===== src/acq_pkg.sv =====
// constants, codes and types shared by the acquisition control block
// assumes one clock domain, core_clk at 50 MHz
`default_nettype none
package acq_pkg;
	// =====================================================
	// widths and depths
	localparam int WORD_W = 16;
	localparam int STD_DATA_W = 12;
	localparam int CNT_W = 16;
	localparam int CHAN_W = 8;
	localparam int FIFO_DEPTH = 8;
	localparam int SYNC_STAGES = 3;
	// =====================================================
	// transfer mode codes on xfer_mode
	localparam logic [1:0] XFER_DMA_NONCYC = 2'h1;
	// =====================================================
	// counts per input range
	localparam logic [16:0] FULL_SCALE_STD = 17'h01000;
	localparam logic [16:0] FULL_SCALE_HR = 17'h10000;
	// =====================================================
	// reset values
	localparam logic [CNT_W-1:0] CNT_RST = 16'h0000;
	localparam logic [CHAN_W-1:0] CHAN_RST = 8'h00;
	localparam logic [CNT_W-1:0] TRIG_INDEX_NONE = 16'h0000;
	// =====================================================
	// end cause codes on end_cause
	localparam logic [2:0] END_NONE = 3'h0;
	localparam logic [2:0] END_TOTAL = 3'h1;
	localparam logic [2:0] END_POST = 3'h2;
	localparam logic [2:0] END_STOP = 3'h3;
	localparam logic [2:0] END_ERROR = 3'h4;
	// =====================================================
	// acquisition states
	typedef enum {ST_IDLE, ST_ARMED, ST_RUN, ST_DONE} acq_state_e;
endpackage
`default_nettype wire


===== src/sample_if.sv =====
// valid/ready word carrier between formatter and sample fifo
// assumes both ends on core_clk
`default_nettype none
interface sample_if;
	import acq_pkg::*;
	logic valid;
	logic ready;
	logic [WORD_W-1:0] data;
	modport src (output valid, output data, input ready);
	modport snk (input valid, input data, output ready);
endinterface
`default_nettype wire


===== src/sample_formatter.sv =====
// one register stage that codes a converter result as a fifo word
// assumes conv_valid is held until conv_ready
`default_nettype none
module sample_formatter
	import acq_pkg::*;
(
	// clock and reset
	input wire logic core_clk,
	input wire logic rstn,
	// converter side
	input wire logic in_valid,
	output logic in_ready,
	input wire logic [WORD_W-1:0] in_data,
	input wire logic in_bipolar,
	input wire logic hi_res,
	// word side
	sample_if.src out
);
	logic out_valid_ff, nxt_out_valid;
	logic [WORD_W-1:0] out_data_ff, nxt_out_data;

	function automatic logic [WORD_W-1:0] code_word(input logic [WORD_W-1:0] d,
		input logic bip, input logic hr);
		if (hr)
			code_word = d;
		else if (bip)
			code_word = {{(WORD_W-STD_DATA_W){d[STD_DATA_W-1]}}, d[STD_DATA_W-1:0]};
		else
			code_word = {{(WORD_W-STD_DATA_W){1'b0}}, d[STD_DATA_W-1:0]};
	endfunction

	// =====================================================
	// stage
	assign in_ready = !out_valid_ff || out.ready;
	always_comb begin
		nxt_out_valid = out_valid_ff;
		nxt_out_data = out_data_ff;
		if (in_ready) begin
			nxt_out_valid = in_valid;
			if (in_valid)
				nxt_out_data = code_word(in_data, in_bipolar, hi_res);
		end
	end
	always_ff @(posedge core_clk) begin
		if (!rstn) begin
			out_valid_ff <= 1'b0;
			out_data_ff <= 16'h0000;
		end else begin
			out_valid_ff <= nxt_out_valid;
			out_data_ff <= nxt_out_data;
		end
	end
	assign out.valid = out_valid_ff;
	assign out.data = out_data_ff;
endmodule
`default_nettype wire


===== src/sample_fifo.sv =====
// flip-flop fifo, width and depth as parameters
// assumes depth is a power of two
`default_nettype none
module sample_fifo #(
	parameter int WIDTH = 16,
	parameter int DEPTH = 8
) (
	// clock and reset
	input wire logic core_clk,
	input wire logic rstn,
	// fill side
	sample_if.snk in,
	// drain side
	output logic out_valid,
	input wire logic out_ready,
	output logic [WIDTH-1:0] out_data
);
	localparam int AW = $clog2(DEPTH);
	logic [WIDTH-1:0] mem_ff [DEPTH];
	logic [AW-1:0] wr_ff, nxt_wr, rd_ff, nxt_rd;
	logic [AW:0] cnt_ff, nxt_cnt;
	logic push, pop;

	assign in.ready = (cnt_ff != DEPTH[AW:0]);
	assign out_valid = (cnt_ff != '0);
	assign out_data = mem_ff[rd_ff];
	assign push = in.valid && in.ready;
	assign pop = out_valid && out_ready;

	always_comb begin
		nxt_wr = push ? wr_ff + 1'b1 : wr_ff;
		nxt_rd = pop ? rd_ff + 1'b1 : rd_ff;
		nxt_cnt = cnt_ff;
		if (push && !pop)
			nxt_cnt = cnt_ff + 1'b1;
		else if (pop && !push)
			nxt_cnt = cnt_ff - 1'b1;
	end
	always_ff @(posedge core_clk) begin
		if (!rstn) begin
			wr_ff <= '0;
			rd_ff <= '0;
			cnt_ff <= '0;
		end else begin
			wr_ff <= nxt_wr;
			rd_ff <= nxt_rd;
			cnt_ff <= nxt_cnt;
		end
	end
	// storage holds no reset; words are only read once written
	always_ff @(posedge core_clk) begin
		if (push)
			mem_ff[wr_ff] <= in.data;
	end
endmodule
`default_nettype wire


===== src/about_trigger_acquisition.sv =====
// acquisition control: word coding, thresholds, about-trigger sequencing
// assumes converter results arrive with valid/ready and pins are asynchronous
`default_nettype none
// Operation
// - each conversion result enters the sample fifo as one 16-bit word per channel.
// - standard resolution carries 12 data bits per word, high resolution all 16.
// - in standard resolution a unipolar channel gives a positive 12-bit magnitude with the upper four bits zero.
// - a bipolar channel gives a two's complement data field.
// - level and hysteresis are counts of range/4096 or range/65536.
// - software or an external start begins a run, and the trigger pin gives the event.
// - on the event the run collects the set number of post samples per channel.
// - reaching the total count with no event ends the run with index 0.
// - event plus all post samples ends the run and reports the trigger position.
// - running out of total count first still ends the run and reports the position.
// - a stop request or an error ends the run at once.
// - about-trigger works only in non-cyclic dma transfer mode.
// - internal pacing converts at once, an external clock arms for its next falling edge.
module about_trigger_acquisition
	import acq_pkg::*;
(
	// clock and reset
	input wire logic core_clk,
	input wire logic rstn,
	// configuration
	input wire logic hi_res,
	input wire logic [1:0] xfer_mode,
	input wire logic ext_clk_sel,
	input wire logic [CNT_W-1:0] total_count,
	input wire logic [CNT_W-1:0] post_per_chan,
	input wire logic [CHAN_W-1:0] num_chans,
	input wire logic [CNT_W-1:0] level_count,
	input wire logic [CNT_W-1:0] hyst_count,
	// control
	input wire logic start_sw,
	input wire logic stop_req,
	input wire logic error_in,
	// pins
	input wire logic ext_start_pin,
	input wire logic trigger_input_pin,
	input wire logic ext_conv_clk_pin,
	// converter
	input wire logic conv_valid,
	output logic conv_ready,
	input wire logic [WORD_W-1:0] conv_data,
	input wire logic conv_bipolar,
	output logic conv_go,
	// sample fifo drain to dma
	output logic dma_valid,
	input wire logic dma_ready,
	output logic [WORD_W-1:0] dma_data,
	// status
	output logic acq_active,
	output logic acq_done,
	output logic trig_seen,
	output logic [CNT_W-1:0] trig_index,
	output logic [2:0] end_cause,
	output logic about_en,
	output logic [16:0] thr_rearm_pos,
	output logic [16:0] thr_rearm_neg,
	output logic thr_ok
);
	// =====================================================
	// pin synchronisers
	localparam int NPIN = 3;
	logic [NPIN-1:0] pin_raw;
	logic [SYNC_STAGES-1:0] sync_ff [NPIN];
	logic [NPIN-1:0] pin_lvl_ff, nxt_pin_lvl, pin_rise, pin_fall;

	assign pin_raw = {ext_conv_clk_pin, trigger_input_pin, ext_start_pin};
	genvar gi;
	generate
		for (gi = 0; gi < NPIN; gi++) begin : g_sync
			always_ff @(posedge core_clk) begin
				if (!rstn)
					sync_ff[gi] <= '0;
				else
					sync_ff[gi] <= {sync_ff[gi][SYNC_STAGES-2:0], pin_raw[gi]};
			end
			// a change counts only once the last two stages agree
			always_comb begin
				nxt_pin_lvl[gi] = pin_lvl_ff[gi];
				if (sync_ff[gi][1] == sync_ff[gi][2])
					nxt_pin_lvl[gi] = sync_ff[gi][2];
			end
			assign pin_rise[gi] = nxt_pin_lvl[gi] && !pin_lvl_ff[gi];
			assign pin_fall[gi] = !nxt_pin_lvl[gi] && pin_lvl_ff[gi];
		end
	endgenerate
	always_ff @(posedge core_clk) begin
		if (!rstn)
			pin_lvl_ff <= '0;
		else
			pin_lvl_ff <= nxt_pin_lvl;
	end

	logic start_ev, trig_ev_raw, ext_clk_fall;
	assign start_ev = start_sw || pin_rise[0];
	assign trig_ev_raw = pin_rise[1];
	assign ext_clk_fall = pin_fall[2];

	// =====================================================
	// thresholds in count units
	logic [16:0] full_scale, nxt_pos, nxt_neg;
	logic nxt_thr_ok;
	logic [16:0] thr_pos_ff, thr_neg_ff;
	logic thr_ok_ff;
	always_comb begin
		full_scale = hi_res ? FULL_SCALE_HR : FULL_SCALE_STD;
		// hysteresis is an unsigned magnitude; window must stay inside the unipolar range
		nxt_pos = {1'b0, level_count} - {1'b0, hyst_count};
		nxt_neg = {1'b0, level_count} + {1'b0, hyst_count};
		nxt_thr_ok = ({1'b0, level_count} >= {1'b0, hyst_count}) && (nxt_neg < full_scale);
	end
	always_ff @(posedge core_clk) begin
		if (!rstn) begin
			thr_pos_ff <= 17'h00000;
			thr_neg_ff <= 17'h00000;
			thr_ok_ff <= 1'b0;
		end else begin
			thr_pos_ff <= nxt_pos;
			thr_neg_ff <= nxt_neg;
			thr_ok_ff <= nxt_thr_ok;
		end
	end
	assign thr_rearm_pos = thr_pos_ff;
	assign thr_rearm_neg = thr_neg_ff;
	assign thr_ok = thr_ok_ff;

	// =====================================================
	// word path
	sample_if fmt_q ();
	logic fmt_in_ready, take;

	sample_formatter u_fmt (
		.core_clk(core_clk),
		.rstn(rstn),
		.in_valid(conv_valid && conv_go),
		.in_ready(fmt_in_ready),
		.in_data(conv_data),
		.in_bipolar(conv_bipolar),
		.hi_res(hi_res),
		.out(fmt_q)
	);
	// a full fifo stalls the formatter and then the converter
	sample_fifo #(.WIDTH(WORD_W), .DEPTH(FIFO_DEPTH)) u_fifo (
		.core_clk(core_clk),
		.rstn(rstn),
		.in(fmt_q),
		.out_valid(dma_valid),
		.out_ready(dma_ready),
		.out_data(dma_data)
	);
	assign conv_ready = fmt_in_ready && conv_go;
	assign take = conv_valid && conv_ready;

	// =====================================================
	// sequencer
	acq_state_e state_ff, nxt_state;
	logic [CNT_W-1:0] total_ff, nxt_total, post_ff, nxt_post, index_ff, nxt_index;
	logic [CHAN_W-1:0] chan_ff, nxt_chan;
	logic seen_ff, nxt_seen, about_ff, nxt_about;
	logic [2:0] cause_ff, nxt_cause;
	logic last_total, scan_wrap, trig_ev;

	// mode gate sampled at start so a run keeps its setting
	assign about_en = (xfer_mode == XFER_DMA_NONCYC) && (post_per_chan != CNT_RST);
	assign last_total = take && (total_ff + 1'b1 == total_count);
	assign scan_wrap = take && (chan_ff + 1'b1 >= num_chans);
	assign trig_ev = trig_ev_raw && about_ff && !seen_ff && (state_ff == ST_RUN);

	always_comb begin
		nxt_state = state_ff;
		nxt_total = total_ff;
		nxt_post = post_ff;
		nxt_chan = chan_ff;
		nxt_seen = seen_ff;
		nxt_index = index_ff;
		nxt_about = about_ff;
		nxt_cause = cause_ff;
		case (state_ff)
			ST_IDLE, ST_DONE: begin
				if (start_ev) begin
					nxt_total = CNT_RST;
					nxt_post = CNT_RST;
					nxt_chan = CHAN_RST;
					nxt_seen = 1'b0;
					nxt_index = TRIG_INDEX_NONE;
					nxt_about = about_en;
					nxt_cause = END_NONE;
					nxt_state = ext_clk_sel ? ST_ARMED : ST_RUN;
				end
			end
			ST_ARMED: begin
				if (stop_req || error_in) begin
					nxt_cause = error_in ? END_ERROR : END_STOP;
					nxt_state = ST_DONE;
				end else if (ext_clk_fall)
					nxt_state = ST_RUN;
			end
			ST_RUN: begin
				if (take) begin
					nxt_total = total_ff + 1'b1;
					nxt_chan = scan_wrap ? CHAN_RST : chan_ff + 1'b1;
					if (seen_ff && scan_wrap)
						nxt_post = post_ff + 1'b1;
				end
				if (trig_ev) begin
					nxt_seen = 1'b1;
					nxt_index = total_ff;
				end
				if (stop_req || error_in) begin
					nxt_cause = error_in ? END_ERROR : END_STOP;
					nxt_state = ST_DONE;
				end else if (seen_ff && scan_wrap && (post_ff + 1'b1 >= post_per_chan)) begin
					nxt_cause = END_POST;
					nxt_state = ST_DONE;
				end else if (last_total) begin
					nxt_cause = END_TOTAL;
					nxt_state = ST_DONE;
				end
			end
			default: nxt_state = ST_IDLE;
		endcase
	end
	always_ff @(posedge core_clk) begin
		if (!rstn) begin
			state_ff <= ST_IDLE;
			total_ff <= CNT_RST;
			post_ff <= CNT_RST;
			chan_ff <= CHAN_RST;
			seen_ff <= 1'b0;
			index_ff <= TRIG_INDEX_NONE;
			about_ff <= 1'b0;
			cause_ff <= END_NONE;
		end else begin
			state_ff <= nxt_state;
			total_ff <= nxt_total;
			post_ff <= nxt_post;
			chan_ff <= nxt_chan;
			seen_ff <= nxt_seen;
			index_ff <= nxt_index;
			about_ff <= nxt_about;
			cause_ff <= nxt_cause;
		end
	end

	assign conv_go = (state_ff == ST_RUN);
	assign acq_active = (state_ff == ST_RUN) || (state_ff == ST_ARMED);
	assign acq_done = (state_ff == ST_DONE);
	assign trig_seen = seen_ff;
	assign trig_index = index_ff;
	assign end_cause = cause_ff;
endmodule
`default_nettype wire


===== config.mk =====
export PLATFORM = sky130hd
export DESIGN_NAME = about_trigger_acquisition
export DESIGN_NICKNAME = d
export VERILOG_FILES = /design/src/acq_pkg.sv /design/src/sample_if.sv /design/src/sample_formatter.sv /design/src/sample_fifo.sv /design/src/about_trigger_acquisition.sv
export SDC_FILE = /design/constraint.sdc
export NUM_CORES = 1
export LEC_CHECK = 0
export BUFFER_PORTS_ARGS = -buffer_cell sky130_fd_sc_hd__buf_2
export CORE_MARGIN = 2
export CORE_UTILIZATION = 50
export DETAILED_ROUTE_END_ITERATION = 10
export PLACE_DENSITY = 0.76
export SLEW_MARGIN = 20
export SYNTH_ARGS = -nofsm -noshare
export SYNTH_HDL_FRONTEND = slang
export SYNTH_SLANG_ARGS = --single-unit

===== constraint.sdc =====
create_clock -name core_clk -period 5.85 [get_ports core_clk]
set_input_delay 1.755 -clock core_clk [delete_from_list [all_inputs] [get_ports core_clk]]
set_output_delay 1.755 -clock core_clk [all_outputs]
set_load 0.05 [all_outputs]

==> flow_metrics.tcl <==
set metrics [dict create \
    hp-class "reg -> reg" \
    antenna_found_initial 1 \
    endpoint_kind "primary output" \
    ctsResizeCount 0 \
    syn_area_per_cell_sq_um 10.6 \
    cp.arrival_ns 2.99 \
    synth.top_cell.area_share_pct 29.1 \
    cp_slowest_cell "nor4_1" \
    grt_first_pass_wirelength_um 50100 \
    syn2layout_area_growth_pct 16.5 \
    wl_per_cell_um 17.8 \
    path_max_fanout 2 \
    synth_cells 1250 \
    cts_tree "built" \
    synthesis.nets 1424 \
    finalCritPeriodShare_pct 81.1 \
    finalClockSkew_ns 0.0166 \
    htreeDepth 1 \
    clk_latency_ns 0.55 \
    powerDensity_mw_per_mm2 362 \
    synth_cell_types 78 \
    vias_per_cell 5.73 \
    holdWs_ns 0.431 \
    cts.path.max_buffers 3 \
    cts_root_buf "clkbuf_16" \
    firstDrtPassIters 5 \
    rsz0062_at_grt "false" \
    drtIter0Drc 808 \
    synthArstFlopShare_pct 0 \
    setup_tns_ns 0 \
    crit_top_cell "buf_2" \
    synth_top_area_cell "edfxtp_1" \
    clock.fmax_mhz 211 \
    die_h_um 166 \
    netlist_area_sq_mm 0.0132 \
    path_clk_slew_ns 0.05 \
    final_nets 1578 \
    startpoint_type "input pin" \
    initial_core_util_pct 50.8 \
    cp.required_ns 4.09 \
    period_needed_ns 4.75 \
    drc_errors 0 \
    final_layout_size_suffix_gt1_share_pct 21.7 \
    dp_hpwl_um 20800 \
    synth_edf_count 128 \
    critical_path.cell_chain "buf_2 -> nor4_1 -> a41oi_1 -> buf_2" \
    setup_viol 0 \
    ys_top_cells_by_area "edfxtp_1 (29%), dfxtp_1 (21%), ha_1 (6.4%)" \
    ys_warn_count 0 \
    holdBufCountCts 0 \
    maxSlewViolCount 0 \
    status "complete, no violations" \
    port_buffers 179 \
    worstMarginPinSlew_ns 1.08 \
    numCtsBuffers 29 \
    grt_pass1_vias 9716 \
    fp-row-count 59 \
    slew_headroom_pct 27.7 \
    placed_area_sq_mm 0.0144 \
    worst_path_largest_cell_delay_ns 0.44 \
    io_pins 180 \
    gr-usage-all-layers_pct 22.1 \
    cts_num_sinks 267 \
    wl_um 31300 \
    final_antenna_net_count 0 \
    cts_setup_buffers 0 \
    gp_congestion 0.911 \
    vias 10100 \
    grt_max_degree 64 \
    cap_violations 0 \
    path_class "in -> out" \
    synth_seq_cells 267 \
    rrSetupSlack_ns 1.78 \
    leakagePower_nw 6.15 \
    synth_most_common_cell "dfxtp_1" \
    peakVddDrop_mv 0.298 \
    synth_commonest_cells "dfxtp_1 (139), edfxtp_1 (128), nand2_1 (113)" \
    dieArea_sq_mm 0.0277 \
    overflow 0 \
    fp.dieW_um 166 \
    synthFlopType "dfxtp_1" \
    finalHoldViolations 0 \
    synth-seq-area-share_pct 50.2 \
    power_mw 5.57 \
    core_area_sq_mm 0.0260 \
    fin_area_sq_mm 0.0154 \
]
-- cell families after synthesis --
family | synth area share, %
flip-flops | 50.2
buffers and inverters | 3.88
XOR/XNOR | 3.58
adder cells (fa/ha/maj) | 6.90
AND/OR/NAND/NOR | 15.3
multiplexers | 7.81
AO/OA/AOI/OAI | 12.4
-- placed cells by master (no fill, tap or decap), types with 32 or more instances in the layout --
cell type	netlist	layout
dfxtp_1	139	137
a21oi_1	85	85
ha_1	68	68
inv_1	63	62
nor2_1	111	109
nand2_1	113	113
edfxtp_1	128	128
mux4_2	32	32
o21ai_0	54	54
nand3_1	34	34
buf_2	10	179
-- final timing paths --
path,startpoint,end,cells past startpoint
worst max-delay path,post_per_chan[2],about_en,4
worst min-delay path,sync_ff[0][0],sync_ff[0][1],1
worst max register to register,state_ff[0],chan_ff[4],10
worst min register to register,sync_ff[0][0],sync_ff[0][1],1
-- sequential cells by signal (all words and copies together) (netlist names), 8 cells and up, named ones only --
| name | count |
|---|---|
| u_fifo.mem_ff | 128 |
| chan_ff | 8 |
| sync_ff | 9 |
| trig_index | 16 |
| total_ff | 16 |
| u_fmt.out.data | 16 |
| thr_rearm_pos | 16 |
| post_ff | 16 |
| thr_rearm_neg | 17 |
-- power by group --
| group | internal (mW) | switching [mW] | total, mW |
|---|---|---|---|
| Sequential | 2.09 | 0.138 | 2.23 |
| Combinational | 0.506 | 0.987 | 1.49 |
| Clock | 1.11 | 0.746 | 1.85 |
| Total | 3.70 | 1.87 | 5.57 |
-- per-layer routing --
layer | vias up | global-route usage (%) | share of wire, % | wire, um
li1 | 4846 | - | - | -
met1 | 4873 | 30.3 | 43 | 13600
met2 | 345 | 37.2 | 49 | 15300
met3 | 46 | 2.69 | 6.0 | 1870
met4 | 0 | 6.30 | 1.8 | 578
met5 | - | 0 | 0 | 0
-- layout make-up --
class | instances | area, sq um
diodes | 1 | 2.50
clock buffers | 42 | 815
clock inverters | 12 | 160
fillers | 2112 | 10600
inverters | 65 | 245
multi-input cells | 853 | 6150
flip-flops and latches | 267 | 6630
well taps | 335 | 419
repair buffers | 188 | 963
-- stage by stage --
stage                     setup WS (ns)  instances  utilization, %
after floorplan                    1.35       1250               -
after global placement             1.10       1708            55.4
after detailed placement           1.02       1708            55.4
after CTS                          1.18       1762            59.2
after global routing               1.10       1763            59.2
final                              1.10       1763            59.2
-- critical path: cells and delay by family --
family	cells	cell delay, ns
and+or+nand+nor	1	0.44
buffers and inverters	2	0.42
AOI/OAI and AO/OA	1	0.36
Power figures use the tool's default switching activity.
